**config.mk**
```make
export PLATFORM = sky130hd
export DESIGN_NAME = vout_status_bank
export DESIGN_NICKNAME = d
export VERILOG_FILES = /design/src/inc/vout_pkg.sv /design/src/inc/slew_if.sv /design/src/hw/slew_stepper.sv /design/src/hw/vout_status_bank.sv
export VERILOG_INCLUDE_DIRS = /design/src /design/src/inc
export SDC_FILE = /design/constraint.sdc
export NUM_CORES = 1
export LEC_CHECK = 0
export ABC_CLOCK_PERIOD_IN_PS = 11300
export BUFFER_PORTS_ARGS = -buffer_cell sky130_fd_sc_hd__buf_4
export CAP_MARGIN = 30
export CORE_MARGIN = 10
export CORE_UTILIZATION = 62
export DETAILED_ROUTE_END_ITERATION = 8
export GPL_TIMING_DRIVEN = 0
export PLACE_DENSITY = 0.95
export SKIP_LAST_GASP = 1
export SLEW_MARGIN = 20
export SYNTH_ARGS = -nofsm -noshare
export SYNTH_HDL_FRONTEND = slang
export SYNTH_HIERARCHICAL = 1
export SYNTH_SLANG_ARGS = --single-unit
```
**constraint.sdc**
```tcl
create_clock -name clk -period 11.3 [get_ports clk]
set_input_delay 2.26 -clock clk [delete_from_list [all_inputs] [get_ports clk]]
set_output_delay 2.26 -clock clk [all_outputs]
set_load 0.01 [all_outputs]
```
**src/inc/vout_regs_defines.svh**
```systemverilog
/*
  Offsets, field positions, reset values and timing counts for the output
  voltage and summary status register bank. Assumes a 100 MHz logic clock.
*/
`ifndef VOUT_REGS_DEFINES_SVH
`define VOUT_REGS_DEFINES_SVH

// ----------------------------------------------------------------------
// Register command codes
// ----------------------------------------------------------------------
`define CMD_VOLTAGE_FORMAT   8'h20
`define CMD_TARGET_CODE      8'h21
`define CMD_RAISED_CODE      8'h25
`define CMD_LOWERED_CODE     8'h26
`define CMD_SUMMARY_FLAGS    8'h78

// ----------------------------------------------------------------------
// Field layouts and reset values
// ----------------------------------------------------------------------
`define VOLTAGE_FORMAT_VAL   8'h17
`define CODE_WR_MASK         16'h0FFF
`define CODE_MIN             12'h133
`define CODE_MAX             12'h266
`define FLAG_OFF_BIT         6
`define FLAG_OV_BIT          5
`define FLAG_OC_BIT          4
`define FLAG_UV_BIT          3
`define FLAG_TEMP_BIT        2
`define FLAG_CML_BIT         1
`define FLAG_OTHER_BIT       0

// ----------------------------------------------------------------------
// Timing
// ----------------------------------------------------------------------
`define CLK_MHZ              100
`define SLEW_BASE_US         4
`define SLEW_BASE_CYCLES     (`SLEW_BASE_US * `CLK_MHZ)

`endif

```
**src/inc/vout_pkg.sv**
```systemverilog
/*
  Types shared by the register bank and its slew stepper.
  Assumes nothing beyond the defines header.
*/
package vout_pkg;

  typedef logic [11:0] code_t;

  typedef enum logic [1:0] {
    MARGIN_NONE,
    MARGIN_LOW,
    MARGIN_HIGH
  } margin_t;

endpackage : vout_pkg

```
**src/inc/slew_if.sv**
```systemverilog
/*
  Carrier between the register bank and the slew stepper.
  Assumes both ends share one clock.
*/
`timescale 1ns/1ps
interface slew_if;
  vout_pkg::code_t goal;
  vout_pkg::code_t level;
  logic            settled;
  logic [1:0]      rate_sel;

  modport bank (output goal, output rate_sel, input level, input settled);
  modport step (input goal, input rate_sel, output level, output settled);
endinterface : slew_if

```
**src/hw/slew_stepper.sv**
```systemverilog
/*
  Moves the applied code one step per slew interval toward the goal.
  Assumes rate_sel is stable; interval is 4 us shifted left by rate_sel.
*/
`timescale 1ns/1ps
`include "vout_regs_defines.svh"
module slew_stepper #(
  parameter int BASE_CYCLES = `SLEW_BASE_CYCLES
) (
  input  wire logic clk,
  input  wire logic rst_b,
  input  wire logic load,
  input  wire vout_pkg::code_t load_code,
  slew_if.step      sif
);

  // ----------------------------------------------------------------------
  // Interval timer
  // ----------------------------------------------------------------------
  logic [15:0]     tick_reg;
  vout_pkg::code_t level_reg;
  wire  [15:0]     interval = 16'(BASE_CYCLES) << sif.rate_sel;
  wire             tick_done = (tick_reg >= interval - 16'h0001);
  wire             at_goal = (level_reg == sif.goal);

  always_ff @(posedge clk) begin
    if (!rst_b || load || at_goal || tick_done) begin
      tick_reg <= 16'h0000;
    end else begin
      tick_reg <= tick_reg + 16'h0001;
    end
  end

  // One code per interval; only the power-up load jumps
  always_ff @(posedge clk) begin
    if (!rst_b) begin
      level_reg <= 12'h000;
    end else if (load) begin
      level_reg <= load_code;
    end else if (tick_done && !at_goal) begin
      level_reg <= (level_reg < sif.goal) ? level_reg + 12'h001 : level_reg - 12'h001;
    end
  end

  assign sif.level   = level_reg;
  assign sif.settled = at_goal;

endmodule : slew_stepper

```
**src/hw/vout_status_bank.sv**
```systemverilog
/*
  Output voltage target and summary status register bank.
  Assumes a command decoder outside presents decoded register reads and
  writes, and that fault sources are synchronous level inputs.
*/
// Notes on behaviour
// - Voltage format register reads fixed 0x17: linear code, exponent minus nine.
// - Codes are unsigned mantissas times two to minus nine, about 1.95 mV each.
// - Codes are twelve-bit; only 307 to 614 is supported.
// - Output moves one code per slew interval of 4, 8, 16 or 32 us.
// - While output is on, margin high drives raised code; margin low drives lowered code.
// - Off flag set when commanded off or tri-stated by lockout faults.
// - Off flag clear while output is still driven, even under OV or OC.
// - Bit 5 flags an output overvoltage fault.
// - Bit 4 flags an output overcurrent fault.
// - Bit 3 flags an input undervoltage fault.
// - Bit 2 flags a temperature fault or warning.
// - Bit 1 flags a communication, memory or logic fault.
// - Bit 0 flags other faults; bit 7 is unused.
// - Margin select 00xx none, 0101/0110 low, 1001/1010 high.
// - Fault clear empties status bits 5 to 0 and releases alert.
// - A fault still present re-sets its flag at once and raises alert.
`timescale 1ns/1ps
`include "vout_regs_defines.svh"
module vout_status_bank #(
  parameter int SLEW_BASE_CYCLES = `SLEW_BASE_CYCLES
) (
  input  wire logic        clk,
  input  wire logic        rst_b,
  input  wire logic [11:0] strap_code,
  input  wire logic [1:0]  strap_slew,
  input  wire logic        wr_en,
  input  wire logic        rd_en,
  input  wire logic [7:0]  cmd_code,
  input  wire logic [15:0] wr_data,
  output logic      [15:0] rd_data,
  output logic             rd_valid,
  output logic             cmd_unknown,
  input  wire logic        output_on,
  input  wire logic [3:0]  margin_select,
  input  wire logic        clear_faults,
  input  wire logic        ov_fault,
  input  wire logic        oc_fault,
  input  wire logic        bias_uv_fault,
  input  wire logic        undervoltage_fault,
  input  wire logic        overtemperature,
  input  wire logic        temp_warning,
  input  wire logic        bias_lockout,
  input  wire logic        cml_fault,
  input  wire logic        other_fault,
  output logic      [11:0] applied_code,
  output logic             code_settled,
  output logic             alert_b
);

  // ----------------------------------------------------------------------
  // Decoding
  // ----------------------------------------------------------------------
  function automatic vout_pkg::margin_t margin_decode(input logic [3:0] sel);
    if (sel == 4'h5 || sel == 4'h6) begin
      return vout_pkg::MARGIN_LOW;
    end else if (sel == 4'h9 || sel == 4'hA) begin
      return vout_pkg::MARGIN_HIGH;
    end else begin
      return vout_pkg::MARGIN_NONE;
    end
  endfunction : margin_decode

  // Used for both the live goal and the power-up load, so the stepper never starts outside range
  function automatic vout_pkg::code_t clamp_code(input vout_pkg::code_t code);
    if (code < `CODE_MIN) begin
      return `CODE_MIN;
    end else if (code > `CODE_MAX) begin
      return `CODE_MAX;
    end else begin
      return code;
    end
  endfunction : clamp_code

  wire hit_target  = (cmd_code == `CMD_TARGET_CODE);
  wire hit_raised  = (cmd_code == `CMD_RAISED_CODE);
  wire hit_lowered = (cmd_code == `CMD_LOWERED_CODE);
  wire hit_format  = (cmd_code == `CMD_VOLTAGE_FORMAT);
  wire hit_flags   = (cmd_code == `CMD_SUMMARY_FLAGS);
  wire hit_any     = hit_target | hit_raised | hit_lowered | hit_format | hit_flags;
  wire [11:0] wr_code = 12'(wr_data & `CODE_WR_MASK);

  // ----------------------------------------------------------------------
  // Voltage code registers
  // ----------------------------------------------------------------------
  vout_pkg::code_t target_reg;
  vout_pkg::code_t raised_reg;
  vout_pkg::code_t lowered_reg;
  logic            loaded_reg;

  // Reset loads a constant; the strap is taken on the first edge after release
  always_ff @(posedge clk) begin
    if (!rst_b) begin
      target_reg <= 12'h000;
    end else if (!loaded_reg) begin
      target_reg <= strap_code;
    end else if (wr_en && hit_target) begin
      target_reg <= wr_code;
    end
  end

  always_ff @(posedge clk) begin
    if (!rst_b) begin
      raised_reg <= 12'h000;
    end else if (!loaded_reg) begin
      raised_reg <= strap_code;
    end else if (wr_en && hit_raised) begin
      raised_reg <= wr_code;
    end
  end

  always_ff @(posedge clk) begin
    if (!rst_b) begin
      lowered_reg <= 12'h000;
    end else if (!loaded_reg) begin
      lowered_reg <= strap_code;
    end else if (wr_en && hit_lowered) begin
      lowered_reg <= wr_code;
    end
  end

  always_ff @(posedge clk) begin
    if (!rst_b) begin
      loaded_reg <= 1'b0;
    end else begin
      loaded_reg <= 1'b1;
    end
  end

  // ----------------------------------------------------------------------
  // Goal selection and slewing
  // ----------------------------------------------------------------------
  vout_pkg::margin_t margin_mode;
  vout_pkg::code_t   raw_goal;
  vout_pkg::code_t   clamped_goal;
  assign margin_mode = margin_decode(margin_select);
  assign raw_goal = (output_on && margin_mode == vout_pkg::MARGIN_HIGH) ? raised_reg :
                    (output_on && margin_mode == vout_pkg::MARGIN_LOW)  ? lowered_reg :
                    target_reg;
  // Out-of-range codes are held at the nearest supported limit
  assign clamped_goal = clamp_code(raw_goal);
  // Code registers still hold reset zero on the load edge, so load from the strap itself
  vout_pkg::code_t   strap_goal;
  assign strap_goal = clamp_code(strap_code);

  slew_if sif ();
  assign sif.goal     = clamped_goal;
  assign sif.rate_sel = strap_slew;

  slew_stepper #(
    .BASE_CYCLES (SLEW_BASE_CYCLES)
  ) u_step (
    .clk       (clk),
    .rst_b     (rst_b),
    .load      (!loaded_reg),
    .load_code (strap_goal),
    .sif       (sif)
  );

  assign applied_code = sif.level;
  assign code_settled = sif.settled;

  // ----------------------------------------------------------------------
  // Summary flags
  // ----------------------------------------------------------------------
  logic [7:0] flags_reg;
  logic [7:0] flags_next;
  logic [7:0] fault_now;
  logic       off_now;
  logic       alert_reg;

  // Lockout faults tri-state the stage; OV and OC keep it switching
  assign off_now = !output_on || undervoltage_fault || overtemperature
                   || bias_lockout;

  always_comb begin
    fault_now                  = 8'h00;
    fault_now[`FLAG_OFF_BIT]   = off_now;
    fault_now[`FLAG_OV_BIT]    = ov_fault;
    fault_now[`FLAG_OC_BIT]    = oc_fault;
    fault_now[`FLAG_UV_BIT]    = bias_uv_fault;
    fault_now[`FLAG_TEMP_BIT]  = overtemperature | temp_warning;
    fault_now[`FLAG_CML_BIT]   = cml_fault | cmd_unknown;
    fault_now[`FLAG_OTHER_BIT] = other_fault | undervoltage_fault;
  end

  // Present faults win over a clear, so nothing is lost in that cycle
  always_comb begin
    flags_next = clear_faults ? fault_now : (flags_reg | fault_now);
    flags_next[`FLAG_OFF_BIT] = off_now;
    flags_next[7] = 1'b0;
  end

  always_ff @(posedge clk) begin
    if (!rst_b) begin
      flags_reg <= 8'h00;
    end else begin
      flags_reg <= flags_next;
    end
  end

  // Off alone is a state, not an event, so it does not raise alert
  always_ff @(posedge clk) begin
    if (!rst_b) begin
      alert_reg <= 1'b0;
    end else begin
      alert_reg <= |flags_next[5:0];
    end
  end
  assign alert_b = !alert_reg;

  // ----------------------------------------------------------------------
  // Read path
  // ----------------------------------------------------------------------
  wire [15:0] rd_mux = hit_format  ? {8'h00, `VOLTAGE_FORMAT_VAL} :
                       hit_target  ? {4'h0, target_reg}  :
                       hit_raised  ? {4'h0, raised_reg}  :
                       hit_lowered ? {4'h0, lowered_reg} :
                       hit_flags   ? {8'h00, flags_reg}  : 16'h0000;

  always_ff @(posedge clk) begin
    if (!rst_b) begin
      rd_data     <= 16'h0000;
      rd_valid    <= 1'b0;
      cmd_unknown <= 1'b0;
    end else begin
      rd_data     <= rd_en ? rd_mux : rd_data;
      rd_valid    <= rd_en;
      cmd_unknown <= (rd_en || wr_en) && !hit_any;
    end
  end

endmodule : vout_status_bank

```
==> Word level (Yosys, flattened, before mapping) <==
Cells that the tools add are included.
{ "word_totals": {"in_bits": 57, "wordCells": 93, "reg_bits": 91, "out_inout_bits": 32} }
{ "op_classes": {"n_reduce_logical": 23, "eq_ne": 16, "n_bitwise": 8, "shift": 1, "muxes": 24, "addsub": 4, "n_lt_le_gt_ge": 6} }
{ "op_table": {"columns": ["operator", "count"], "rows": [
  ["$mux 12", 19],
  ["$eq 8x6->1 const B", 4],
  ["$gt 12x10->1 const B", 2],
  ["$lt 12x9->1 const B", 2],
  ["$add 16x1->16 const B", 1],
  ["$ge 16x16->1", 1],
  ["$shl 9x2->16 const A", 1],
  ["$sub 16x1->16 const B", 1],
  ["$add 12x1->12 const B", 1],
  ["$eq 12x12->1", 1],
  ["$lt 12x12->1", 1],
  ["$sub 12x1->12 const B", 1],
  ["$logic_or 1x1->1", 9],
  ["$eq 4x3->1 const B", 2],
  ["$eq 4x4->1 const B", 2],
  ["$eq 8x7->1 const B", 1],
  ["$ne 2x1->1 const B", 4],
  ["$logic_and 1x1->1", 7],
  ["$mux 7", 1],
  ["$or 1x1->1", 7],
  ["$logic_not 1->1", 6],
  ["$mux 6", 1],
  ["$or 6x6->6", 1],
  ["$reduce_or 6->1", 1],
  ["4 further kinds", 5]
]} }

==> Logic depth before layout (Yosys ltp) <==
{ "logic_depth": {"depth_word": 16, "ltp_mapped": 21, "ltp_nobuf": 19} }

==> Modules after synthesis <==
Netlist, hierarchy kept.
{ "modules_own_cells": {"columns": ["module", "cells_each", "area_per_inst_um2", "seq_area_each_um2", "instances"], "rows": [
  ["vout_status_bank", 375, 3273.1, 1181.1, 1],
  ["slew_stepper", 290, 2336.0, 560.5, 1]
]} }

==> Least setup slack after synthesis <==
Ideal clock, no wire load.
{ "synth_path": {"path_type": "input-to-output", "startpoint": "input port margin_select[0]", "endpoint": "output port code_settled", "setup_slack_ps": 4202, "t_required_ps": 9040, "t_arrival_ps": 4838, "path_buffers": 1, "stages": 11, "cell_sequence": "xnor2_1 -> or3_1 -> buf_2 -> a221o_1 -> o21ai_2 -> nand2_2 -> or4b_1 -> inv_1 -> ha_1 -> nand4_1 -> nor3_1"} }
{ "synth_via": {"elab_chain_cells": 12} }
{ "synth_lines": {"columns": ["element", "line_no", "source"], "rows": [
  ["from (decl)", "vout_status_bank.sv:40", "input wire logic [3:0] margin_select,"],
  ["$eq 4x4->1", "vout_status_bank.sv:62", "end else if (sel == 4'h9 || sel == 4'hA) begin"],
  ["$logic_or 1x1->1", "vout_status_bank.sv:62", null],
  ["$mux 2", "vout_status_bank.sv:62", null],
  ["$mux 2 (*)", "vout_status_bank.sv:60", "if (sel == 4'h5 || sel == 4'h6) begin"],
  ["$eq 2x1->1", "vout_status_bank.sv:143", "(output_on && margin_mode == vout_pkg::MARGIN_LOW) ? lowered_reg :"],
  ["$logic_and 1x1->1", "vout_status_bank.sv:143", null],
  ["$mux 12", "vout_status_bank.sv:143", null],
  ["$mux 12 (*)", "vout_status_bank.sv:142", "assign raw_goal = (output_on && margin_mode == vout_pkg::MARGIN_HIGH) ? raised_reg :"],
  ["$gt 12x10->1 (no source line)", null, null],
  ["$mux 12", "vout_status_bank.sv:73", "end else if (code > `CODE_MAX) begin"],
  ["$mux 12 (*)", "vout_status_bank.sv:71", "if (code < `CODE_MIN) begin"],
  ["net clamped_goal[1]", "vout_status_bank.sv:140", "vout_pkg::code_t clamped_goal;"],
  ["$eq 12x12->1 (*)", "slew_stepper.sv:24", "wire at_goal = (level_reg == sif.goal);"],
  ["to (decl)", "vout_status_bank.sv:52", "output logic code_settled,"]
]} }
Mark *: on every way through the listed nets, which the timed path passes. The rest lies on a longest branch.

==> Final worst setup path <==
{ "layout_path": {"startpoint": "input port margin_select[1]", "endpoint": "output port code_settled"} }
The elaborated chain is that of the path after synthesis.

==> impl_metrics.json <==
{
  "clkPwrFrac_pct": 28.8,
  "rr_startpoint": "target_reg[10]",
  "ctsLongestPathBuffers": 2,
  "hp-class": "flop to flop",
  "switchingPower_mw": 0.246,
  "clk_pin_slew_worst_paths_ps": 90,
  "setup_tns_ps": 0,
  "drive_above_1_share_pct": 15.7,
  "period_needed_ps": 8070,
  "die_w_um": 115,
  "place_ws_ps": 3360,
  "hold_violations": 0,
  "setup_violations": 0,
  "antenna_found_initial": 0,
  "vias_per_cell": 6.43,
  "worstPathMaxFanout": 10,
  "port_buffers": 80,
  "seqPwrFrac_pct": 46.0,
  "boundaryPins": 89,
  "criticalPathCategory": "input pin to primary output",
  "final_common_cell": "dfxtp_1",
  "placed_area_sq_um": 6390,
  "drt_iter0_drc": 597,
  "routed_wl_um": 17300,
  "yosys_warnings": 6,
  "worst-slew-pin-transition_ps": 758,
  "outcome": "finished, final reports clean",
  "min_period_over_period_pct": 71.4,
  "avgRoutedWirePerCell_um": 19.7,
  "ys_ff_latch": 87,
  "core_sq_um": 8760,
  "internal_power_mw": 0.492,
  "grt_max_degree": 17,
  "post_cts_buffers": 0,
  "timing.hold.ws_ps": 451,
  "start_util_pct": 64.0,
  "hp-start": "u_step/tick_reg[0]",
  "final_area_sq_um": 6580,
  "setup.worst_path.start": "margin_select[1]",
  "crit_required_ps": 9040,
  "area_growth_pct": 17.4,
  "firstDrtPassIters": 5,
  "grt_use_total_pct": 25.2,
  "cts-buffers-inserted": 9,
  "drc": 0,
  "synth-edff-count": 0,
  "gp_congestion": 1.01,
  "final_cell_mix": "dfxtp_1 (87), buf_4 (84), nand2_1 (77)",
  "dieArea_sq_um": 13300,
  "final.setup_skew_ps": 10.5,
  "syn_avg_cell_area_sq_um": 8.43,
  "clk_latency_ps": 360,
  "fin_ws_ps": 3230,
  "maxCapViolations": 0,
  "ys_top_cells_by_area": "dfxtp_1 (31%), ha_1 (8.7%), o211a_1 (6.4%)",
  "synth.distinct_cells": 67,
  "cts_tree": "done",
  "ys_async_sr_fraction_pct": 0,
  "largest_reg_flops": 16,
  "grt_pass1_vias": 5689,
  "cts_resized": 0,
  "nNetsFinal": 864,
  "cts_sinks": 87,
  "syn_inst": 665,
  "ir_drop_uv": 94.4,
  "via_count": 5657,
  "p_total_mw": 0.738,
  "cts_hold_buf": 0,
  "cts.htree.levels": 3,
  "yosysSeqAreaShare_pct": 31.1,
  "grt_pass1_wl_um": 27600,
  "ant_nets": 0,
  "timing.fmax_mhz": 124,
  "cts-root-buf": "clkbuf_8",
  "chipHeight_um": 115,
  "power_frac_comb_pct": 25.2,
  "yosysTopAreaCell": "dfxtp_1",
  "grt-ovfl-total": 0,
  "start_kind": "input pin",
  "cp-end-kind": "primary output",
  "dp_hpwl_um": 13300,
  "synth_top_area_share_pct": 31.1,
  "antenna-diode-count": 0,
  "switching_share_pct": 33.3,
  "synth_flop_cell": "dfxtp_1",
  "p_leak_nw": 3.08,
  "worstPathArrival_ps": 5810,
  "syn_area_sq_um": 5610,
  "drv_slew": 0,
  "rows": 34,
  "slew_headroom_pct": 49.2,
  "power_density_nw_per_um2": 112,
  "grt_setup_unrepaired": "false"
}
## synthesized netlist by cell type (5+ instances only)
cell type,instances
nor2_1,29
o21a_1,9
inv_1,40
a21o_1,5
xor2_1,12
a22oi_1,5
nand2_1,77
clkbuf_1,27
o31a_1,5
nand2b_1,10
nor3_1,6
nor3b_1,5
a221o_1,10
or3_1,6
nand3_1,28
o211ai_1,5
a21oi_1,31
nand4_1,8
a211oi_1,6
mux2i_1,23
ha_1,39
dfxtp_1,87
nor2b_1,8
o21ai_0,27
nor4_1,6
xnor2_1,10
o31ai_1,13
mux2_2,5
a221oi_1,5
o211a_1,36
and2_1,11
o22ai_1,6
## power by group through the flow
stage                     sequential, mW  combinational (mW)  clock [mW]
after detailed placement           0.345               0.179           0
after CTS                          0.338               0.181       0.214
after global placement             0.344               0.170           0
final                              0.339               0.186       0.212
after floorplan                    0.342               0.119           0
after global routing               0.340               0.203       0.224
## critical path, cell delays in order
cell and delay [ps]:
buf_4 110, xnor2_1 450, clkbuf_1 490, nor2_1 80
a222oi_1 570, and2b_1 320, o211ai_1 250, and4_1 290
inv_1 60, ha_1 170, nand4_1 120, nor3_1 430
buf_4 210
## through the flow
| step | instances | utilization (%) |
|---|---|---|
| finish | 880 | 75.1 |
| global route | 880 | 75.1 |
| CTS | 880 | 75.1 |
| detailed placement | 864 | 73.0 |
| global placement | 863 | 72.8 |
| floorplan | 675 | - |
## kinds of logic (layout without fill, tap and decap cells)
kind of cell	after synthesis	after routing	synth area share, %
AND/OR/NAND/NOR	210	210	18.5
AO/OA/AOI/OAI	196	196	26.7
flip-flops	87	87	31.1
buffers and inverters	80	177	5.93
adder cells (fa/ha/maj)	40	40	9.06
multiplexers	28	28	5.11
XOR/XNOR	22	22	3.44
other	2	12	0.134
## per-layer routing
layer / wire, um / vias up / track usage (%)
li1: - / 2643 / -
met3: 1350 / 58 / 4.69
met1: 6650 / 2657 / 29.4
met5: 0 / - / 0
met2: 8740 / 299 / 44.0
met4: 566 / 0 / 10.6
## cell type report
class                           count  area [sq um]
Buffer                             39           179
Clock buffer                       10           138
Clock inverter                      6          51.3
Inverter                           41           154
Fill cell                         671          2180
Timing Repair Buffer               81           612
Sequential cell                    87          1740
Tap cell                          108           135
Multi-Input combinational cell    508          3570
## path summary, 6_finish.rpt
| check | slack, ps | cells past startpoint | to |
|---|---|---|---|
| worst min register to register | 450 | 1 | u_step/tick_reg[0] |
| worst min-delay path | 450 | 1 | u_step/tick_reg[0] |
| worst max register to register | 6190 | 19 | u_step/sif.level[11] |
| worst max-delay path | 3230 | 13 | code_settled |
Power figures use the tool's default switching activity.
